`src/rtl/mrb_consts.vh`:
```
// constants for the management register bank: addresses, bit positions, defaults, timing
`ifndef MRB_CONSTS_VH
`define MRB_CONSTS_VH

// register addresses (5-bit management address space)
`define MRB_A_CTRL      5'h00
`define MRB_A_STAT      5'h01
`define MRB_A_XCTL      5'h10
`define MRB_A_QSTAT     5'h11
`define MRB_A_GATE      5'h12

// control register bit positions
`define MRB_C_RST       15
`define MRB_C_LOOP      14
`define MRB_C_SPD       13
`define MRB_C_ANEN      12
`define MRB_C_LPWR      11
`define MRB_C_ISO       10
`define MRB_C_ANRS      9
`define MRB_C_DUP       8
`define MRB_C_COLT      7

// control register defaults
`define MRB_D_LOOP      1'b0
`define MRB_D_SPD       1'b1
`define MRB_D_ANEN      1'b1
`define MRB_D_LPWR      1'b0
`define MRB_D_DUP       1'b0
`define MRB_D_COLT      1'b0
`define MRB_D_TRIG      1'b0

// status register: latch-high and latch-low bit positions
`define MRB_S_JAB       1
`define MRB_S_LINK      2
`define MRB_S_RFLT      4
`define MRB_N_LH        2
`define MRB_D_LH        1'b0
`define MRB_D_LL        1'b1

// extended control register fields
`define MRB_X_OVR       15
`define MRB_X_PA_LSB    6
`define MRB_X_PA_MSB    10
`define MRB_X_TST_LSB   0
`define MRB_X_TST_MSB   3
`define MRB_D_OVR       1'b0
`define MRB_D_TST       4'h0
`define MRB_PA_ZERO     5'h00

// detailed status register fields
`define MRB_Q_MAX_LSB   11
`define MRB_Q_MAX_MSB   13
`define MRB_Q_W0        3
`define MRB_D_MAX       3'h0
`define MRB_D_W0        1'b0

// override-gated register field
`define MRB_G_LSB       0
`define MRB_G_MSB       7
`define MRB_D_GATE      8'h00

`define MRB_D_WORD      16'h0000

// timing
`define MRB_CLK_NS      40
`define MRB_SRST_NS     400

`endif

```
`src/rtl/mrb_sync2.v`:
```
// two-stage synchroniser for pin-level inputs
`timescale 1ns/10ps
module mrb_sync2 #(
  parameter WIDTH = 5
) (
  input  wire             clock,   // device clock
  input  wire [WIDTH-1:0] din,     // asynchronous level
  output reg  [WIDTH-1:0] dout     // synchronised level
);

  reg [WIDTH-1:0] meta_reg;

  // first stage feeds only the second stage
  always @(posedge clock) begin
    meta_reg <= din;
    dout     <= meta_reg;
  end

endmodule

```
`src/rtl/mrb_bank.v`:
```
// management register bank with latching, self-clearing and gated bit types
//
// What this block does
// - every reset loads each register bit with its default; undefined bits carry none
// - pin-dependent defaults come from the pin level sampled during reset
// - a default is fixed zero, fixed one, pin-dependent, or absent
// - a latch-high bit goes to one as soon as its monitored signal asserts, except in the cycle that steps into low power
// - a set latch-high bit holds one until reset, a management read or the step into low power
// - after a read a latch-high bit reloads the live monitored level
// - a latch-low bit goes to zero as soon as its active-low signal asserts, except in the cycle that steps into low power
// - a cleared latch-low bit holds zero until reset, a management read or the step into low power
// - after a read a latch-low bit reloads the live monitored level
// - a running-max group keeps the largest value seen, updating only on larger
// - the running-max group holds until reset or read, then reloads current state
// - auto-clear trigger bits reset to zero and hold no lasting setting
// - writing one to an auto-clear trigger starts its function
// - when the function finishes its trigger returns to zero by itself
// - writes to read-only bits are ignored
// - override-gated bits take writes only with override set; override clears on the next write to any register but extended control
// - zero-only-write bits always read, and writes can only clear them
`timescale 1ns/10ps
`include "mrb_consts.vh"
module mrb_bank (
  input  wire        clock,           // 25 MHz device clock
  input  wire        reset,           // synchronous hardware reset, active high
  input  wire [4:0]  mgmt_addr,       // register address
  input  wire [15:0] mgmt_wdata,      // write data
  input  wire        mgmt_wr,         // one-cycle write strobe
  input  wire        mgmt_rd,         // one-cycle read strobe
  output reg  [15:0] mgmt_rdata,      // read data, valid with mgmt_rvalid
  output reg         mgmt_rvalid,     // one-cycle read answer
  output reg         mgmt_busy,       // software reset in progress, accesses ignored
  input  wire [4:0]  phy_addr_pin,    // address strap pins, asynchronous
  input  wire        link_ok,         // link status, low means link lost
  input  wire        jabber_det,      // jabber event, active high
  input  wire        remote_fault,    // remote fault event, active high
  input  wire [2:0]  train_state,     // monitored state machine value
  input  wire        fault_evt,       // hardware event setting the zero-only bit
  input  wire        an_restart_done, // restart function finished pulse
  output reg         loopback_en,     // loopback mode
  output reg         speed_100,       // data rate select
  output reg         an_enable,       // auto-negotiation enable
  output reg         low_power,       // low-power mode
  output reg         isolate,         // isolate from data interface
  output reg         full_duplex,     // duplex mode
  output reg         col_test,        // collision test
  output reg         an_restart,      // restart trigger, auto-clears
  output reg  [7:0]  gated_cfg,       // override-gated configuration
  output reg  [3:0]  test_bits,       // reserved test-mode bits
  output reg  [4:0]  phy_addr         // strapped device address
);

  localparam ST_IDLE = 2'b01;
  localparam ST_SRST = 2'b10;

  // soft reset length, rounded up to whole cycles
  // fixed at build time: a different clock rate needs the timing macros changed
  localparam integer SRST_CYC_I = (`MRB_SRST_NS + `MRB_CLK_NS - 1) / `MRB_CLK_NS;
  localparam [7:0]   SRST_CYC   = SRST_CYC_I[7:0];

  wire [4:0]  pa_sync;
  reg  [1:0]  state_reg;
  reg  [1:0]  state_next;
  reg  [7:0]  cnt_reg;
  reg  [7:0]  cnt_next;
  reg  [`MRB_N_LH-1:0] latch_high_event_bit;
  reg         latch_low_event_bit;
  reg  [2:0]  running_max_group;
  reg         zero_only_write;
  reg         override_reg;
  reg  [15:0] rd_mux;
  wire        init;
  wire        do_rd;
  wire        do_wr;
  wire        rd_stat;
  wire        rd_qstat;
  wire        wr_ctrl;
  wire        wr_xctl;
  wire        wr_qstat;
  wire        wr_gate;
  wire        srst_req;
  wire        lp_entry;
  wire [`MRB_N_LH-1:0] lh_mon;
  wire        wd_srst;
  wire        wd_lpwr;
  wire        wd_trig;
  wire        wd_ovr;
  wire        wd_zero;
  wire [3:0]  wd_test;
  wire [7:0]  wd_gate;

  mrb_sync2 #(.WIDTH(5)) u_pa_sync (
    .clock (clock),
    .din   (phy_addr_pin),
    .dout  (pa_sync)
  );

  // accesses during software reset are dropped so defaults are not disturbed
  assign init     = reset | state_reg[1];
  assign do_rd    = mgmt_rd & ~init;
  assign do_wr    = mgmt_wr & ~mgmt_rd & ~init;
  assign rd_stat  = do_rd & (mgmt_addr == `MRB_A_STAT);
  assign rd_qstat = do_rd & (mgmt_addr == `MRB_A_QSTAT);
  assign wr_ctrl  = do_wr & (mgmt_addr == `MRB_A_CTRL);
  assign wr_xctl  = do_wr & (mgmt_addr == `MRB_A_XCTL);
  assign wr_qstat = do_wr & (mgmt_addr == `MRB_A_QSTAT);
  assign wr_gate  = do_wr & (mgmt_addr == `MRB_A_GATE);
  assign srst_req = wr_ctrl & wd_srst;
  // only the step into low power re-arms the event bits, staying there does not
  assign lp_entry = wr_ctrl & wd_lpwr & ~low_power;
  assign lh_mon   = {remote_fault, jabber_det};

  // write-data fields named once, so each register block reads one meaning per bit
  assign wd_srst  = mgmt_wdata[`MRB_C_RST];
  assign wd_lpwr  = mgmt_wdata[`MRB_C_LPWR];
  assign wd_trig  = mgmt_wdata[`MRB_C_ANRS];
  assign wd_ovr   = mgmt_wdata[`MRB_X_OVR];
  assign wd_zero  = mgmt_wdata[`MRB_Q_W0];
  assign wd_test  = mgmt_wdata[`MRB_X_TST_MSB:`MRB_X_TST_LSB];
  assign wd_gate  = mgmt_wdata[`MRB_G_MSB:`MRB_G_LSB];

  // software reset sequencer
  always @* begin
    state_next = state_reg;
    cnt_next   = cnt_reg;
    case (state_reg)
      ST_IDLE: begin
        if (srst_req) begin
          state_next = ST_SRST;
          cnt_next   = SRST_CYC;
        end
      end
      ST_SRST: begin
        if (cnt_reg == 8'h01) begin
          state_next = ST_IDLE;
        end
        cnt_next = cnt_reg - 8'h01;
      end
      default: begin
        state_next = ST_IDLE;
        cnt_next   = 8'h00;
      end
    endcase
  end

  always @(posedge clock) begin
    if (reset) begin
      state_reg <= ST_IDLE;
      cnt_reg   <= 8'h00;
      mgmt_busy <= 1'b0;
    end else begin
      state_reg <= state_next;
      cnt_reg   <= cnt_next;
      mgmt_busy <= state_next[1];
    end
  end

  // latch-high event bits, one per monitored signal
  genvar i;
  generate
    for (i = 0; i < `MRB_N_LH; i = i + 1) begin : g_lh
      always @(posedge clock) begin
        if (init) begin
          latch_high_event_bit[i] <= `MRB_D_LH;
        end else if (rd_stat) begin
          latch_high_event_bit[i] <= lh_mon[i];
        end else if (lp_entry) begin
          latch_high_event_bit[i] <= `MRB_D_LH;
        end else begin
          latch_high_event_bit[i] <= latch_high_event_bit[i] | lh_mon[i];
        end
      end
    end
  endgenerate

  // latch-low, running maximum and zero-only bits
  always @(posedge clock) begin
    if (init) begin
      latch_low_event_bit <= `MRB_D_LL;
      running_max_group   <= `MRB_D_MAX;
      zero_only_write     <= `MRB_D_W0;
    end else begin
      if (rd_stat) begin
        latch_low_event_bit <= link_ok;
      end else if (lp_entry) begin
        latch_low_event_bit <= `MRB_D_LL;
      end else begin
        latch_low_event_bit <= latch_low_event_bit & link_ok;
      end
      if (rd_qstat) begin
        running_max_group <= train_state;
      end else if (train_state > running_max_group) begin
        running_max_group <= train_state;
      end
      // a hardware event in the clearing cycle wins over the clear
      if (fault_evt) begin
        zero_only_write <= 1'b1;
      end else if (wr_qstat & ~wd_zero) begin
        zero_only_write <= 1'b0;
      end
    end
  end

  // writable control, override and configuration bits
  always @(posedge clock) begin
    if (init) begin
      loopback_en  <= `MRB_D_LOOP;
      speed_100    <= `MRB_D_SPD;
      an_enable    <= `MRB_D_ANEN;
      low_power    <= `MRB_D_LPWR;
      // an all-zero address strap keeps an unaddressed part off the data interface
      isolate      <= (pa_sync == `MRB_PA_ZERO);
      phy_addr     <= pa_sync;
      full_duplex  <= `MRB_D_DUP;
      col_test     <= `MRB_D_COLT;
      an_restart   <= `MRB_D_TRIG;
      override_reg <= `MRB_D_OVR;
      gated_cfg    <= `MRB_D_GATE;
      test_bits    <= `MRB_D_TST;
    end else begin
      if (wr_ctrl) begin
        loopback_en <= mgmt_wdata[`MRB_C_LOOP];
        speed_100   <= mgmt_wdata[`MRB_C_SPD];
        an_enable   <= mgmt_wdata[`MRB_C_ANEN];
        low_power   <= mgmt_wdata[`MRB_C_LPWR];
        isolate     <= mgmt_wdata[`MRB_C_ISO];
        full_duplex <= mgmt_wdata[`MRB_C_DUP];
        col_test    <= mgmt_wdata[`MRB_C_COLT];
      end
      // a fresh trigger in the done cycle starts the function again
      if (wr_ctrl & wd_trig) begin
        an_restart <= 1'b1;
      end else if (an_restart_done) begin
        an_restart <= 1'b0;
      end
      // override lasts until the next write of any register; an extended control write reloads it from its write data
      if (wr_xctl) begin
        override_reg <= wd_ovr;
        test_bits    <= wd_test;
      end else if (do_wr) begin
        override_reg <= 1'b0;
      end
      if (wr_gate & override_reg) begin
        gated_cfg <= wd_gate;
      end
    end
  end

  // read data assembly; read-only fields have no write path at all
  always @* begin
    rd_mux = `MRB_D_WORD;
    case (mgmt_addr)
      `MRB_A_CTRL: begin
        rd_mux[`MRB_C_RST]  = state_reg[1];
        rd_mux[`MRB_C_LOOP] = loopback_en;
        rd_mux[`MRB_C_SPD]  = speed_100;
        rd_mux[`MRB_C_ANEN] = an_enable;
        rd_mux[`MRB_C_LPWR] = low_power;
        rd_mux[`MRB_C_ISO]  = isolate;
        rd_mux[`MRB_C_ANRS] = an_restart;
        rd_mux[`MRB_C_DUP]  = full_duplex;
        rd_mux[`MRB_C_COLT] = col_test;
      end
      `MRB_A_STAT: begin
        rd_mux[`MRB_S_JAB]  = latch_high_event_bit[0];
        rd_mux[`MRB_S_RFLT] = latch_high_event_bit[1];
        rd_mux[`MRB_S_LINK] = latch_low_event_bit;
      end
      `MRB_A_XCTL: begin
        rd_mux[`MRB_X_OVR]                   = override_reg;
        rd_mux[`MRB_X_PA_MSB:`MRB_X_PA_LSB]   = phy_addr;
        rd_mux[`MRB_X_TST_MSB:`MRB_X_TST_LSB] = test_bits;
      end
      `MRB_A_QSTAT: begin
        rd_mux[`MRB_Q_MAX_MSB:`MRB_Q_MAX_LSB] = running_max_group;
        rd_mux[`MRB_Q_W0]                     = zero_only_write;
      end
      `MRB_A_GATE: begin
        rd_mux[`MRB_G_MSB:`MRB_G_LSB] = gated_cfg;
      end
      default: begin
        rd_mux = `MRB_D_WORD;
      end
    endcase
  end

  // read data captured on the same edge that reloads the latching bits
  always @(posedge clock) begin
    if (init) begin
      mgmt_rdata  <= `MRB_D_WORD;
      mgmt_rvalid <= 1'b0;
    end else begin
      mgmt_rvalid <= do_rd;
      if (do_rd) begin
        mgmt_rdata <= rd_mux;
      end
    end
  end

endmodule

```
`config.mk`:
```
export PLATFORM = sky130hd
export DESIGN_NAME = mrb_bank
export DESIGN_NICKNAME = d
export VERILOG_FILES = /design/src/rtl/mrb_sync2.v /design/src/rtl/mrb_bank.v
export VERILOG_INCLUDE_DIRS = /design/src /design/src/rtl
export SDC_FILE = /design/constraint.sdc
export NUM_CORES = 1
export LEC_CHECK = 0
export CORE_MARGIN = 5
export CORE_UTILIZATION = 56
export CTS_CLUSTER_SIZE = 12
export DETAILED_ROUTE_END_ITERATION = 8
export DONT_BUFFER_PORTS = 1
export PLACE_DENSITY = 0.85
export SYNTH_ARGS = -nofsm -noshare
export SYNTH_HDL_FRONTEND = slang
export SYNTH_SLANG_ARGS = --single-unit
```
`constraint.sdc`:
```
create_clock -name clock -period 1.8 [get_ports clock]
set_input_delay 0.36 -clock clock [delete_from_list [all_inputs] [get_ports clock]]
set_output_delay 0.36 -clock clock [all_outputs]
set_load 0.05 [all_outputs]
```
==> metrics.txt <==
htree depth=3; dpl hpwl=4.91 mm; max layer used=met4; EDFF count, synth=6; Post-Synthesis Cells=slightly above 300; Fill cells=420; total number of vias=approximately 2300; yosys warns=0; part of the Yosys area used for sequential elements=50.7%; First-pass DRT Iterations=4; Layout Nets=376; Tot Pwr=between 3 and 4 mW; Tcrit/Tclk final=between 90% and 100%; Port Buffers=0; setup slack after placement=0.0886 ns; Yosys cell types=43; WP data arrival=1.95 ns; CTS root buf=clkbuf_8; drt total wl=6.83 mm; #FFs+latches synth=70; critical path depth=5; CP endpoint kind=flop; Syn Nets=350; crit-path max cell delay=0.40 ns; antenna violations before repair=0; total placed instance area=3110 um2; Pwr Density=1180 nW/um2; Leak=1.34 nW; M1 WL=about 2.8 mm; Largest register FFs=16; cell area after layout=3360 um2; Ant. Diodes=0; Top FF cell, synth=dfxtp_1; wire length on met2=3.32 mm; fin util=66.7%; die height=81.7 um; metal3 WL=between 500 and 600 um; Worst Hold End=u_pa_sync.meta_reg[2]$_DFF_P_; final RePlAce weighted congestion=0.848; Inserted Clock Buffers=9; Slew Viols, Final=0; worst r2r path cells=5; terminus of the critical flop-to-flop path=gated_cfg[3]$_SDFFE_PP0P_; Critical Path Start Type=flop; Post-Syn Area=2880 um2; vias in the first global route=2291; Via density=5.74; initial core utilization=57.1%; Layout area overhead=16.8%; hold path startpoint=phy_addr_pin[2]; delay-heaviest family, CP=simple AND/OR/NAND/NOR gates; gr usage total=21.6%; Boundary Pins=81; Final Skew=0.00700 ns; CTS tree=yes; Tmin final=1.73 ns; grt ovf=0; WHS Path Cells=0; largest net degree at the start of global routing=just over 40; Worst Setup Slack, final=0.0710 ns; CTS clock-pin slew for the worst setup and hold paths=0.07 ns; Final Hold Viols=0; CP max-delay cell=nor4b_4; Hold Crit Class=in2reg; CP required=2.02 ns; CP Max Fanout=8; die width=81.7 um; DR WL/cell=16.8 um; worst slew pin tran=0.566 ns; WP buf/inv=1; post-route ant nets=0; crit path cell chain=nor4b_4, buf_4, nand3_2, mux2i_1, nor2_1; fraction of final layout cells sized beyond drive strength 1=~17%; FF/Latch Area=about 1500 um2; Mapped Avg Cell Area=9.44 um2; clock latency on the worst-skew pair=0.34 ns; Max-slew headroom=62.2%; Max clock buf depth=2; first-pass GRT wire length=10.7 mm; fmax=0.578 GHz; status=complete, no violations; VDD IR-drop max=632 uV; row cnt=26; total of max-cap violations=0; drt drc=0; flop2flop setup slack=0.07 ns; Worst R2R Start=state_reg[1]$_SDFFE_PP0P_; multi-input combinational cell area=1340 um2; core area=roughly 5000 um2; Synth async-reset ratio=0%; hold_ws=0.0381 ns; WS Path Type=reg2reg; final setup vio count=0; Iteration-0 DRC Markers=153; die area=6680 um2; clock sink count=70
==> cell families after synthesis <==
| group | Yosys count | share of synthesized area [%] |
|---|---|---|
| flip-flops | 70 | 50.7 |
| AND/OR/NAND/NOR | 113 | 19.7 |
| multiplexers | 16 | 5.86 |
| buffers and inverters | 26 | 3.69 |
| AO/OA/AOI/OAI | 73 | 17.0 |
| adder cells (fa/ha/maj) | 7 | 3.04 |
==> cell usage in the layout (no fill, tap or decap), types with 2 or more instances in the layout <==
cell / instances
dfxtp_1: 63
nor2_1: 34
buf_4: 28
nand2_1: 27
a21oi_1: 25
nand3_1: 14
inv_1: 12
a22oi_1: 11
o21ai_0: 10
a211oi_1: 10
mux2i_1: 9
clkbuf_8: 9
nand2b_1: 8
mux2_2: 6
ha_1: 6
edfxtp_1: 6
and2_1: 5
nor4_1: 5
nor2b_1: 5
or3_1: 3
clkinv_1: 2
nor3_1: 2
or4_1: 2
o21bai_1: 2
a32oi_1: 2
a21o_1: 2
a31oi_1: 2
o21a_1: 2
o31a_1: 2
clkinv_4: 2
bufinv_16: 2
==> worst max-delay path by stage <==
stage / start / endpoint / slack (ns)
after global placement: mgmt_addr[3] / running_max_group[0]$_SDFFE_PP0P_ / 0.12
after CTS: state_reg[1]$_SDFFE_PP0P_ / cnt_reg[4]$_SDFFE_PP0P_ / 0.09
after global routing: state_reg[1]$_SDFFE_PP0P_ / cnt_reg[1]$_SDFFE_PP0P_ / -0.01
after floorplan: mgmt_rd / cnt_reg[4]$_SDFFE_PP0P_ / -0.1
after detailed placement: state_reg[1]$_SDFFE_PP0P_ / cnt_reg[4]$_SDFFE_PP0P_ / 0.09
final: state_reg[1]$_SDFFE_PP0P_ / gated_cfg[3]$_SDFFE_PP0P_ / 0.07
==> per-stage QoR <==
step / setup TNS [ns] / cells
after global placement: 0 / 387
after global routing: -0.0145 / 406
after CTS: 0 / 403
final: 0 / 406
after detailed placement: 0 / 387
after floorplan: -0.232 / 305
==> cells in the mapped netlist (all sizes together) (3+ instances only) <==
master,count,share of area [%]
nor2,34,4.4
mux2,7,2.7
nand2b,8,1.7
nand3,15,2.8
a21oi,26,4.5
o21ai,10,1.7
nand2,27,3.5
dfxtp,64,44
buf,4,0.83
ha,7,3.0
a22oi,11,2.9
mux2i,9,3.1
and2,5,1.1
clkbuf,9,1.2
inv,12,1.6
nor4,5,1.1
or3,3,0.65
a211oi,10,2.6
edfxtp,6,6.3
nor2b,5,1.1
==> per-layer routing <==
layer	GRT usage, %	vias to the layer above
met1	25.0	1109
met4	10.6	0
met2	34.9	77
met3	8.22	11
met5	0	-
li1	-	1135
==> final cells by class <==
| cell class | count | area share, % |
|---|---|---|
| clock buffer | 10 | 3.79 |
| multi-input combinational | 209 | 39.8 |
| clock inverter | 6 | 2.57 |
| tap | 70 | 2.60 |
| timing repair buffer | 28 | 6.25 |
| sequential | 70 | 43.5 |
| inverter | 13 | 1.45 |
==> repair_timing <==
item,CTS,global route
setup buffers,0,3
resized for setup,0,3
hold buffers,0,0
setup endpoints to repair,0,2
endpoints found under the hold margin,0,0
==> power by group <==
group | internal (mW) | leakage [nW] | switching, mW
sequential | 1.69 | 0.584 | 0.208
combinational | 0.297 | 0.646 | 0.408
clock | 0.778 | 0.108 | 0.585
(Power assumes the default switching activity.)
